**src/ubr_pkg.sv**
```systemverilog
// package for the banked register decode of one uart channel
// assumes an 8-bit host bus with a 3-bit offset
package ubr_pkg;
	// register offsets
	localparam logic [2:0] OFS_DIV_LOW      = 3'h0;
	localparam logic [2:0] OFS_DIV_HIGH     = 3'h1;
	localparam logic [2:0] OFS_EXT_FEATURE  = 3'h2;
	localparam logic [2:0] OFS_LINE_CONTROL = 3'h3;
	localparam logic [2:0] OFS_MODEM_RESUME1 = 3'h4;
	localparam logic [2:0] OFS_RESUME2      = 3'h5;
	localparam logic [2:0] OFS_STOP1_THRESH = 3'h6;
	localparam logic [2:0] OFS_STOP2_TRIG   = 3'h7;
	// bank select values held in line_control
	localparam logic [7:0] BANK_DIVISOR     = 8'h80;
	localparam logic [7:0] BANK_EXTENDED    = 8'hbf;
	localparam logic [7:0] BANK_ENHANCED    = 8'h00;
	// field positions
	localparam int EXT_ENHANCE_BIT   = 4;
	localparam int MODEM_TCR_BIT     = 6;
	localparam int MODEM_PRESCALE_BIT = 7;
	localparam int MODEM_READY_EN_BIT = 2;
	// reset values
	localparam logic [7:0] RST_LINE_CONTROL = 8'h1d;
	localparam logic [7:0] RST_ZERO         = 8'h00;
	localparam logic [7:0] RST_DIVISOR      = 8'h01;
	// prescaler divide ratios
	localparam logic [2:0] PRESCALE_DIV1 = 3'h1;
	localparam logic [2:0] PRESCALE_DIV4 = 3'h4;
	// register window selection
	typedef enum logic [1:0] {
		BANK_NORMAL,
		BANK_DIV,
		BANK_EXT,
		BANK_ENH
	} ubr_bank_t;
endpackage

```
**src/ubr_decode.sv**
```systemverilog
// banked register file and offset decode for one uart channel
// assumes a synchronous host strobe interface; fifo flags come from the same clock
//
// Overview of operation
// - line control 0x80: offset 0 reaches baud divisor low byte.
// - line control 0x80: offset 1 reaches baud divisor high byte.
// - line control 0xbf: offset 6 first stop char, offset 4 first resume char.
// - line control 0xbf: offset 7 second stop char, offset 5 second resume char.
// - line control 0xbf: offset 2 reaches extended feature register.
// - extended feature bit 4 enables enhanced functions; host sets then restores it.
// - line control 0, enhanced on, modem bit 6: offset 6 is flow threshold.
// - same conditions: offset 7 writes fifo trigger level register; reads it only with modem bit 2 clear.
// - host masks modem control, sets 0x40, reads offset 7 ready status, restores.
// - enhanced on and modem bit 7 clear: prescaler divides by one.
// - enhanced on and modem bit 7 set: prescaler divides by four.
// - line control at offset 3 reads back what was written.
// - line control 0: offset 4 is modem control, reads back its value.
// - flow threshold writes accepted only with enhanced on and modem bit 6.
// - ready status read-only: tx flags bits 0-1, rx flags bits 4-5.
`timescale 1ns/1ps
module ubr_decode
	import ubr_pkg::*;
(
	input  wire logic       i_clock,
	input  wire logic       i_rstn,
	input  wire logic [2:0] i_addr,
	input  wire logic       i_wr,
	input  wire logic       i_rd,
	input  wire logic [7:0] i_wdata,
	input  wire logic [7:0] i_rx_data,
	input  wire logic [1:0] i_tx_ready,
	input  wire logic [1:0] i_rx_ready,
	output logic      [7:0] o_rdata,
	output logic            o_tx_write,
	output logic            o_rx_read,
	output logic      [7:0] o_tx_data,
	output logic     [15:0] o_baud_divisor,
	output logic      [2:0] o_prescale,
	output logic      [7:0] o_ext_feature,
	output logic      [7:0] o_flow_threshold,
	output logic      [7:0] o_fifo_trigger_level,
	output logic      [7:0] o_int_enable,
	output logic      [7:0] o_fifo_control,
	output logic      [7:0] o_modem_control,
	output logic      [7:0] o_line_control
);
	logic [7:0] line_control_q;
	logic [7:0] modem_control_q;
	logic [7:0] div_low_q;
	logic [7:0] div_high_q;
	logic [7:0] ext_feature_q;
	logic [7:0] resume1_q;
	logic [7:0] resume2_q;
	logic [7:0] stop1_q;
	logic [7:0] stop2_q;
	logic [7:0] flow_threshold_q;
	logic [7:0] trigger_level_q;
	logic [7:0] int_enable_q;
	logic [7:0] fifo_control_q;
	logic [7:0] tx_data_q;
	logic [7:0] rdata_q;
	logic [7:0] rdata_d;
	logic [7:0] ready_status;
	logic       enhanced;
	logic       enh_window;
	ubr_bank_t  bank;
	logic       we_line_control;
	logic       we_modem_control;
	logic       we_div_low;
	logic       we_div_high;
	logic       we_ext_feature;
	logic       we_resume1;
	logic       we_resume2;
	logic       we_stop1;
	logic       we_stop2;
	logic       we_flow_threshold;
	logic       we_trigger_level;
	logic       we_tx_data;
	logic       we_int_enable;
	logic       we_fifo_control;

	// enhanced functions enable and bank selection
	assign enhanced = ext_feature_q[EXT_ENHANCE_BIT];
	assign enh_window = enhanced && modem_control_q[MODEM_TCR_BIT];
	always_comb begin
		if (line_control_q == BANK_DIVISOR) begin
			bank = BANK_DIV;
		end else if (line_control_q == BANK_EXTENDED) begin
			bank = BANK_EXT;
		end else if (line_control_q == BANK_ENHANCED && enh_window) begin
			bank = BANK_ENH;
		end else begin
			bank = BANK_NORMAL;
		end
	end

	// write enable decode, one strobe per register, at most one high
	always_comb begin
		we_line_control   = 1'b0;
		we_modem_control  = 1'b0;
		we_div_low        = 1'b0;
		we_div_high       = 1'b0;
		we_ext_feature    = 1'b0;
		we_resume1        = 1'b0;
		we_resume2        = 1'b0;
		we_stop1          = 1'b0;
		we_stop2          = 1'b0;
		we_flow_threshold = 1'b0;
		we_trigger_level  = 1'b0;
		we_tx_data        = 1'b0;
		we_int_enable     = 1'b0;
		we_fifo_control   = 1'b0;
		if (i_wr && i_addr == OFS_LINE_CONTROL) begin
			we_line_control = 1'b1;
		end else if (i_wr && bank == BANK_DIV) begin
			we_div_low  = i_addr == OFS_DIV_LOW;
			we_div_high = i_addr == OFS_DIV_HIGH;
		end else if (i_wr && bank == BANK_EXT) begin
			we_ext_feature = i_addr == OFS_EXT_FEATURE;
			we_resume1     = i_addr == OFS_MODEM_RESUME1;
			we_resume2     = i_addr == OFS_RESUME2;
			we_stop1       = i_addr == OFS_STOP1_THRESH;
			we_stop2       = i_addr == OFS_STOP2_TRIG;
		end else if (i_wr) begin
			// normal and enhanced banks share offsets 0 to 2 and 4
			we_tx_data        = i_addr == OFS_DIV_LOW;
			we_int_enable     = i_addr == OFS_DIV_HIGH;
			we_fifo_control   = i_addr == OFS_EXT_FEATURE;
			we_modem_control  = i_addr == OFS_MODEM_RESUME1;
			we_flow_threshold = bank == BANK_ENH && i_addr == OFS_STOP1_THRESH;
			we_trigger_level  = bank == BANK_ENH && i_addr == OFS_STOP2_TRIG;
		end
	end

	// fifo ready status, one tx and one rx flag per channel
	for (genvar ch = 0; ch < 2; ch++) begin : g_ready
		assign ready_status[ch]     = i_tx_ready[ch];
		assign ready_status[ch + 4] = i_rx_ready[ch];
	end
	// unused status bits always read zero
	assign ready_status[3:2] = 2'b00;
	assign ready_status[7:6] = 2'b00;

	// line control, always at offset 3
	always_ff @(posedge i_clock) begin
		if (!i_rstn) begin
			line_control_q <= RST_LINE_CONTROL;
		end else if (we_line_control) begin
			line_control_q <= i_wdata;
		end
	end

	// modem control; upper bits writable only with enhanced on
	always_ff @(posedge i_clock) begin
		if (!i_rstn) begin
			modem_control_q <= RST_ZERO;
		end else if (we_modem_control) begin
			if (enhanced) begin
				modem_control_q <= i_wdata;
			end else begin
				modem_control_q <= {modem_control_q[7:5], i_wdata[4:0]};
			end
		end
	end

	// baud divisor low latch
	always_ff @(posedge i_clock) begin
		if (!i_rstn) begin
			div_low_q <= RST_DIVISOR;
		end else if (we_div_low) begin
			div_low_q <= i_wdata;
		end
	end

	// baud divisor high latch
	always_ff @(posedge i_clock) begin
		if (!i_rstn) begin
			div_high_q <= RST_ZERO;
		end else if (we_div_high) begin
			div_high_q <= i_wdata;
		end
	end

	// extended bank: feature register and flow characters
	always_ff @(posedge i_clock) begin
		if (!i_rstn) begin
			ext_feature_q <= RST_ZERO;
			resume1_q     <= RST_ZERO;
			resume2_q     <= RST_ZERO;
			stop1_q       <= RST_ZERO;
			stop2_q       <= RST_ZERO;
		end else if (we_ext_feature) begin
			ext_feature_q <= i_wdata;
		end else if (we_resume1) begin
			resume1_q <= i_wdata;
		end else if (we_resume2) begin
			resume2_q <= i_wdata;
		end else if (we_stop1) begin
			stop1_q <= i_wdata;
		end else if (we_stop2) begin
			stop2_q <= i_wdata;
		end
	end

	// flow threshold, gated by enhanced and modem bit 6
	always_ff @(posedge i_clock) begin
		if (!i_rstn) begin
			flow_threshold_q <= RST_ZERO;
		end else if (we_flow_threshold) begin
			flow_threshold_q <= i_wdata;
		end
	end

	// trigger level, same gating as the threshold
	always_ff @(posedge i_clock) begin
		if (!i_rstn) begin
			trigger_level_q <= RST_ZERO;
		end else if (we_trigger_level) begin
			trigger_level_q <= i_wdata;
		end
	end

	// normal bank: transmit data, interrupt enable, fifo control
	always_ff @(posedge i_clock) begin
		if (!i_rstn) begin
			tx_data_q      <= RST_ZERO;
			int_enable_q   <= RST_ZERO;
			fifo_control_q <= RST_ZERO;
		end else if (we_tx_data) begin
			tx_data_q <= i_wdata;
		end else if (we_int_enable) begin
			int_enable_q <= enhanced ? i_wdata : {int_enable_q[7:4], i_wdata[3:0]};
		end else if (we_fifo_control) begin
			fifo_control_q <= enhanced ? i_wdata
				: {i_wdata[7:6], fifo_control_q[5:4], i_wdata[3:0]};
		end
	end

	// read data mux, one clock of latency
	always_comb begin
		rdata_d = RST_ZERO;
		if (i_addr == OFS_LINE_CONTROL) begin
			rdata_d = line_control_q;
		end else if (bank == BANK_DIV && i_addr == OFS_DIV_LOW) begin
			rdata_d = div_low_q;
		end else if (bank == BANK_DIV && i_addr == OFS_DIV_HIGH) begin
			rdata_d = div_high_q;
		end else if (bank == BANK_EXT && i_addr == OFS_EXT_FEATURE) begin
			rdata_d = ext_feature_q;
		end else if (bank == BANK_EXT && i_addr == OFS_MODEM_RESUME1) begin
			rdata_d = resume1_q;
		end else if (bank == BANK_EXT && i_addr == OFS_RESUME2) begin
			rdata_d = resume2_q;
		end else if (bank == BANK_EXT && i_addr == OFS_STOP1_THRESH) begin
			rdata_d = stop1_q;
		end else if (bank == BANK_EXT && i_addr == OFS_STOP2_TRIG) begin
			rdata_d = stop2_q;
		end else if (bank == BANK_ENH && i_addr == OFS_STOP1_THRESH) begin
			rdata_d = flow_threshold_q;
		end else if (i_addr == OFS_STOP2_TRIG
				&& modem_control_q[MODEM_TCR_BIT] && modem_control_q[MODEM_READY_EN_BIT]) begin
			rdata_d = ready_status;
		end else if (bank == BANK_ENH && i_addr == OFS_STOP2_TRIG) begin
			rdata_d = trigger_level_q;
		end else if (i_addr == OFS_MODEM_RESUME1) begin
			rdata_d = modem_control_q;
		end else if (i_addr == OFS_DIV_LOW) begin
			rdata_d = i_rx_data;
		end else if (i_addr == OFS_DIV_HIGH) begin
			rdata_d = int_enable_q;
		end
	end

	// registered read data
	always_ff @(posedge i_clock) begin
		if (!i_rstn) begin
			rdata_q <= RST_ZERO;
		end else if (i_rd) begin
			rdata_q <= rdata_d;
		end
	end

	// data strobes toward the serial core
	assign o_tx_write = i_wr && i_addr == OFS_DIV_LOW
		&& (bank == BANK_NORMAL || bank == BANK_ENH);
	assign o_rx_read = i_rd && i_addr == OFS_DIV_LOW
		&& (bank == BANK_NORMAL || bank == BANK_ENH);

	// prescaler select
	assign o_prescale = (enhanced && modem_control_q[MODEM_PRESCALE_BIT])
		? PRESCALE_DIV4
		: PRESCALE_DIV1;

	// data path copies
	assign o_rdata              = rdata_q;
	assign o_tx_data            = tx_data_q;

	// control register copies
	assign o_baud_divisor       = {div_high_q, div_low_q};
	assign o_ext_feature        = ext_feature_q;
	assign o_flow_threshold     = flow_threshold_q;
	assign o_fifo_trigger_level = trigger_level_q;
	assign o_int_enable         = int_enable_q;
	assign o_fifo_control       = fifo_control_q;
	assign o_modem_control      = modem_control_q;
	assign o_line_control       = line_control_q;
endmodule

```
**config.mk**
```make
export PLATFORM = sky130hd
export DESIGN_NAME = ubr_decode
export DESIGN_NICKNAME = d
export VERILOG_FILES = /design/src/ubr_pkg.sv /design/src/ubr_decode.sv
export SDC_FILE = /design/constraint.sdc
export NUM_CORES = 1
export LEC_CHECK = 0
export BUFFER_PORTS_ARGS = -buffer_cell sky130_fd_sc_hd__buf_2
export CAP_MARGIN = 20
export CORE_ASPECT_RATIO = 1.1
export CORE_MARGIN = 4
export CORE_UTILIZATION = 56
export CTS_CLUSTER_DIAMETER = 60
export DETAILED_ROUTE_END_ITERATION = 16
export GPL_ROUTABILITY_DRIVEN = 0
export PLACE_DENSITY = 0.8
export SLEW_MARGIN = 20
export SYNTH_ARGS = -nofsm -noshare
export SYNTH_HDL_FRONTEND = slang
export SYNTH_SLANG_ARGS = --single-unit
```
**constraint.sdc**
```tcl
create_clock -name i_clock -period 4.2 [get_ports i_clock]
set_input_delay 0.63 -clock i_clock [delete_from_list [all_inputs] [get_ports i_clock]]
set_output_delay 0.63 -clock i_clock [all_outputs]
set_load 0.01 [all_outputs]
```
Word-level counts from Yosys, hierarchy flattened
Index checks and enable logic that the tools add are counted.

storage, ports and cells
  flip-flop bits (word level) = 120
  input bits = 27
  output and inout port bits = 93
  logic and storage cells = 132

cells by class
  eq/ne operators = 12
  muxes and demuxes = 62
  bitwise operators = 6
  reductions and logical operators = 34

operator list
  kind                  number
  $mux W8               14
  $mux W1               44
  $logic_and A1 B1 Y1   21
  $eq A8 B8 Y1 const B  2
  $eq A3 B3 Y1 const B  4
  $reduce_and A3 Y1     3
  $logic_not A8 Y1      1
  $reduce_and A4 Y1     2
  $eq A3 B2 Y1 const B  2
  $mux W2               3
  $not A1 Y1            6
  $reduce_and A2 Y1     3
  $reduce_and A5 Y1     1
  $eq A2 B2 Y1 const B  2
  $eq A3 B1 Y1 const B  1
  $logic_not A3 Y1      1
  $mux W3               1
  $eq A2 B1 Y1 const B  1
  $logic_not A2 Y1      1
  $logic_or A1 B1 Y1    1

Logic depth before layout (Yosys ltp)
  depth in word-level cells = 18
  mapped depth = 12
  mapped depth without buffers = 10

Worst setup path after synthesis
Ideal clock, no wire load.

  path type = reg2reg
  start = reg line_control_q[3], in the netlist o_line_control[3]
  end = reg rdata_q[3], in the netlist o_rdata[3]
  setup time = 117 ps
  arrival time = 3118 ps
  required time = 4083 ps
  setup slack = 965 ps
  cell stages (with the launch flop) = 12
  path buffers = 3
  period minus slack after synthesis = 3235 ps
  cells stage by stage = dfxtp_1 -> or4_1 -> buf_2 -> or4_4 -> o31ai_1 -> ha_1 -> clkbuf_1 -> clkbuf_1 -> o211ai_1 -> a21oi_1 -> o21ai_0 -> a22o_1

between the ends
  longest elaborated chain between the ends = 18
  elaborated cells between the ends (all ways) = 30
  classes of those cells = eq/ne: 5; mux: 14; reduce/logical: 11

ends and longest elaborated chain
  item                    RTL line                              source
  start, declared         ubr_decode.sv:47                      logic [7:0] line_control_q;
  start signal, assigned  ubr_decode.sv:149                     line_control_q <= i_wdata;
  $logic_not A8 Y1        ubr_decode.sv:90                      end else if (line_control_q == BANK_ENHANCED && enh_window) begin
  $logic_and A1 B1 Y1     ubr_decode.sv:90
  $mux W2                 ubr_decode.sv:90
  $mux W2                 ubr_decode.sv:88                      end else if (line_control_q == BANK_EXTENDED) begin
  $mux W2                 ubr_decode.sv:86                      if (line_control_q == BANK_DIVISOR) begin
  $eq A2 B2 Y1            ubr_decode.sv:258, ubr_decode.sv:263
  $logic_and A1 B1 Y1     ubr_decode.sv:263                     end else if (bank == BANK_ENH && i_addr == OFS_STOP2_TRIG) begin
  $mux W8                 ubr_decode.sv:263
  [2 not listed]          -
  $mux W8                 ubr_decode.sv:256                     end else if (bank == BANK_EXT && i_addr == OFS_STOP2_TRIG) begin
  $mux W8                 ubr_decode.sv:254                     end else if (bank == BANK_EXT && i_addr == OFS_STOP1_THRESH) begin
  $mux W8                 ubr_decode.sv:252                     end else if (bank == BANK_EXT && i_addr == OFS_RESUME2) begin
  $mux W8                 ubr_decode.sv:250                     end else if (bank == BANK_EXT && i_addr == OFS_MODEM_RESUME1) begin
  $mux W8                 ubr_decode.sv:248                     end else if (bank == BANK_EXT && i_addr == OFS_EXT_FEATURE) begin
  $mux W8                 ubr_decode.sv:246                     end else if (bank == BANK_DIV && i_addr == OFS_DIV_HIGH) begin
  $mux W8                 ubr_decode.sv:244                     end else if (bank == BANK_DIV && i_addr == OFS_DIV_LOW) begin
  $mux W8 (*)             ubr_decode.sv:242                     if (i_addr == OFS_LINE_CONTROL) begin
  end signal, assigned    ubr_decode.sv:279                     rdata_q <= rdata_d;
  end, declared           ubr_decode.sv:61                      logic [7:0] rdata_q;

Every way passes the cells marked *; elsewhere a longest branch is shown, timed or not.
A chain may end at the register's enable or synchronous reset.

Worst setup path after layout
  start = reg line_control_q[3], in the netlist o_line_control[3]
  end = reg rdata_q[6], in the netlist o_rdata[6]

between the ends
  longest elaborated chain between the ends = 18
  elaborated cells between the ends (all ways) = 30
  classes of those cells = eq/ne: 5; mux: 14; reduce/logical: 11

ends and longest elaborated chain
  item                 RTL line
  $logic_not A8 Y1     ubr_decode.sv:90
  $logic_and A1 B1 Y1  ubr_decode.sv:90
  $mux W2              ubr_decode.sv:90
  $mux W2              ubr_decode.sv:88
  $mux W2 (*)          ubr_decode.sv:86
  $eq A2 B2 Y1         ubr_decode.sv:258, ubr_decode.sv:263
  $logic_and A1 B1 Y1  ubr_decode.sv:263
  $mux W8              ubr_decode.sv:263
  [2 not listed]       -
  $mux W8              ubr_decode.sv:256
  $mux W8              ubr_decode.sv:254
  $mux W8              ubr_decode.sv:252
  $mux W8              ubr_decode.sv:250
  $mux W8              ubr_decode.sv:248
  $mux W8              ubr_decode.sv:246
  $mux W8 (*)          ubr_decode.sv:244
  $mux W8 (*)          ubr_decode.sv:242

Marked as above.

==> metrics.csv <==
stage,metric,value,unit
finish,area_delta_synth_final,18.19,%
sta,skew,0.007715,ns
pwr,p_leak,0.003137,uW
yosys,syn_inst,707,
hold_path,hold_class,reg -> reg,
die,die_height,117.7,um
yosys,synth_fp_nets,736,
finish,design_area,7243,sq um
grt,grt_max_degree,99,
cts,clk_pin_slew_worst_paths,0.06,ns
run,maxCapViolations,0,
yosys,yosysWarnings,0,
sta,whs,0.4680,ns
die,ios,120,
finish,layout.nets,818,
route,first_pass_iters,6,
grt,grt_pass1_vias,5759,
critical_path,cp-start-kind,flop,
cts,insertion_delay,0.41,ns
pwr,vdd_ir_drop_max,340.0,uV
cts,cts_made_buffers,17,
route,route.detailed.drc,0,
finish,diodes,0,
die,die_w,107.7,um
critical_path,path_cells,"or4_1, or4_4, o31ai_1, ha_1, nand2_1, a311oi_1, o22ai_1, a31oi_1, o21a_1",
route,first_iter_violations,878,
sta,fmax,262.8,MHz
sta,tightestPinTransition,0.8749,ns
sta,finalHoldViolations,0,
sta,worst_slack,0.3944,ns
route,highest_layer,met4,
die,core_region_area,10540,sq um
finish,fillers,862,
finish,drive_gt1_frac,0.2319,
yosys,synth.avg_cell_area,8.668,sq um
yosys,yosys.cell_count.top_type,dfxtp_1,
cts,ctsLongestPathBuffers,2,
yosys,postSynth.asyncResetShare,0,
cts,hold_buffers,0,
placement,io_buffers,118,
placement,placed_area,6669,sq um
sta,setup_viol,0,
route,routed_wl,20.05,mm
pwr,p_total,2755,uW
die,initial_core_util,0.5814,
critical_path,criticalPathCategory,reg -> reg,
yosys,ys_ff_latch,120,
grt,grt_antenna_before_repair,0,
yosys,yosysSeqAreaShare,0.3920,
route,drt-met1-wl,7.913,mm
route,wl_met2,8.916,mm
yosys,synth_largest_area_cell,dfxtp_1,
critical_path,arrival,4.16,ns
yosys,synthTopCellsByCount,"dfxtp_1 (120), nand2_1 (88), mux2i_1 (59), nor2b_1 (57), nand3_1 (56)",
placement,dp_slack,0.5734,ns
cts,cts-root-buf,clkbuf_16,
die,rows,39,
cts,postCtsSetupBuffers,0,
yosys,synth.distinct_cells,69,
sta,min_period,3.806,ns
die,dieArea,12680,sq um
yosys,synthFlopType,dfxtp_1,
yosys,yosysTopAreaCellShare,0.3920,
yosys,netlist_area,6128,sq um
route,postRouteAntennaNets,0,
critical_path,critPathMaxFanout,13,
route,vias,6066,
cts,cts_sinks,120,
cts,cts_tree,yes,
yosys,synth_edf_count,0,
critical_path,crit_slowest_cell,or4_1,
grt,grt_pass1_wl,31.42,mm
critical_path,max_stage_delay,0.72,ns
critical_path,required,4.56,ns
route,drt-vias-per-instance,6.419,
critical_path,cp.buffers_inverters,0,
critical_path,critical-path-top-delay-family,compound AO/OA/AOI/OAI gates,
yosys,synth.area.top_cells,"dfxtp_1 (39%), mux2i_1 (9.6%), nor2b_1 (5.8%)",
pwr,p_per_area,380.4,nW/um^2
route,routed-wl-met3,2.161,mm
sta,setup_tns,0,ns
cts,htreeDepth,4,
placement,dpl.hpwl,13.57,mm
route,wire_per_inst,21.22,um
grt,grt-ovfl-total,0,
critical_path,worstSetupEndpointType,flop,
cts,post_cts_resized,0,
sta,rsz0062_at_grt,no,
status,outcome,"complete, no violations",
sta,fin_crit_sh,0.9061,
sta,slew_viol_final,0,
sta,slew_headroom,0.4167,
grt,grtUsageTotal,0.3143,
==> cells by family (layout without fill, tap and decap cells) <==
family	count (synthesis)	count (layout)	synth area share
AND/OR/NAND/NOR	277	277	0.2423
buffers and inverters	70	165	0.05124
flip-flops	120	120	0.3920
adder cells (fa/ha/maj)	2	2	0.004083
AO/OA/AOI/OAI	170	170	0.1987
other	1	1	0.0006119
multiplexers	67	67	0.1111
==> tightest hold or removal path, delay by kind of cell (launching register included) <==
family	cells	cell delay [ns]
DFF	1	0.31
AOI/OAI and AO/OA	1	0.06
and+or+nand+nor	1	0.05
==> per-layer routing <==
layer	GRT usage	vias up
li1	-	2709
met5	0	-
met1	0.4155	2812
met4	0.1476	0
met2	0.4790	446
met3	0.07735	99
==> metrics by stage <==
stage,std cells,utilization
floorplan,707,-
global placement,913,0.6327
detailed placement,913,0.6327
CTS,945,0.6872
global route,945,0.6872
finish,945,0.6872
==> final timing paths <==
kind / startpoint / endpoint / slack (ns) / depth (start not counted)
worst min register to register: resume1_q[3]$_SDFFE_PN0P_ / resume1_q[3]$_SDFFE_PN0P_ / 0.47 / 2
worst min-delay path: resume1_q[3]$_SDFFE_PN0P_ / resume1_q[3]$_SDFFE_PN0P_ / 0.47 / 2
worst max-delay path: o_line_control[3]$_SDFFE_PN1P_ / o_rdata[6]$_SDFFE_PN0P_ / 0.39 / 9
worst max register to register: o_line_control[3]$_SDFFE_PN1P_ / o_rdata[6]$_SDFFE_PN0P_ / 0.39 / 9
==> power breakdown <==
group          total (uW)  switching [uW]  internal [uW]
Combinational         190             129           60.8
Clock                1410             523            885
Sequential           1160            9.43           1150
==> final cells by class <==
class / instances / area [sq um] / area share
multi-input cells: 517 / 3412 / 0.4711
well taps: 143 / 178.9 / 0.02470
clock inverters: 12 / 127.6 / 0.01762
clock buffers: 20 / 446.7 / 0.06167
inverters: 8 / 30.03 / 0.004146
repair buffers: 125 / 645.6 / 0.08913
flip-flops and latches: 120 / 2402 / 0.3317
==> placed cells by master, fill, tap and decap left out, types with 6 or more instances in the layout <==
| master | instances |
|---|---|
| buf_4 | 8 |
| clkbuf_16 | 17 |
| dfxtp_1 | 120 |
| a31o_2 | 8 |
| a21oi_1 | 23 |
| nand3_1 | 56 |
| a21boi_0 | 28 |
| o211ai_1 | 9 |
| nor3_1 | 10 |
| inv_1 | 8 |
| a22oi_1 | 10 |
| buf_2 | 117 |
| o21ai_0 | 35 |
| nor2b_1 | 57 |
| mux2_2 | 8 |
| nand2_1 | 88 |
| and3_1 | 6 |
| mux2i_1 | 59 |
| nor2_1 | 19 |
Power figures use the tool's default switching activity.
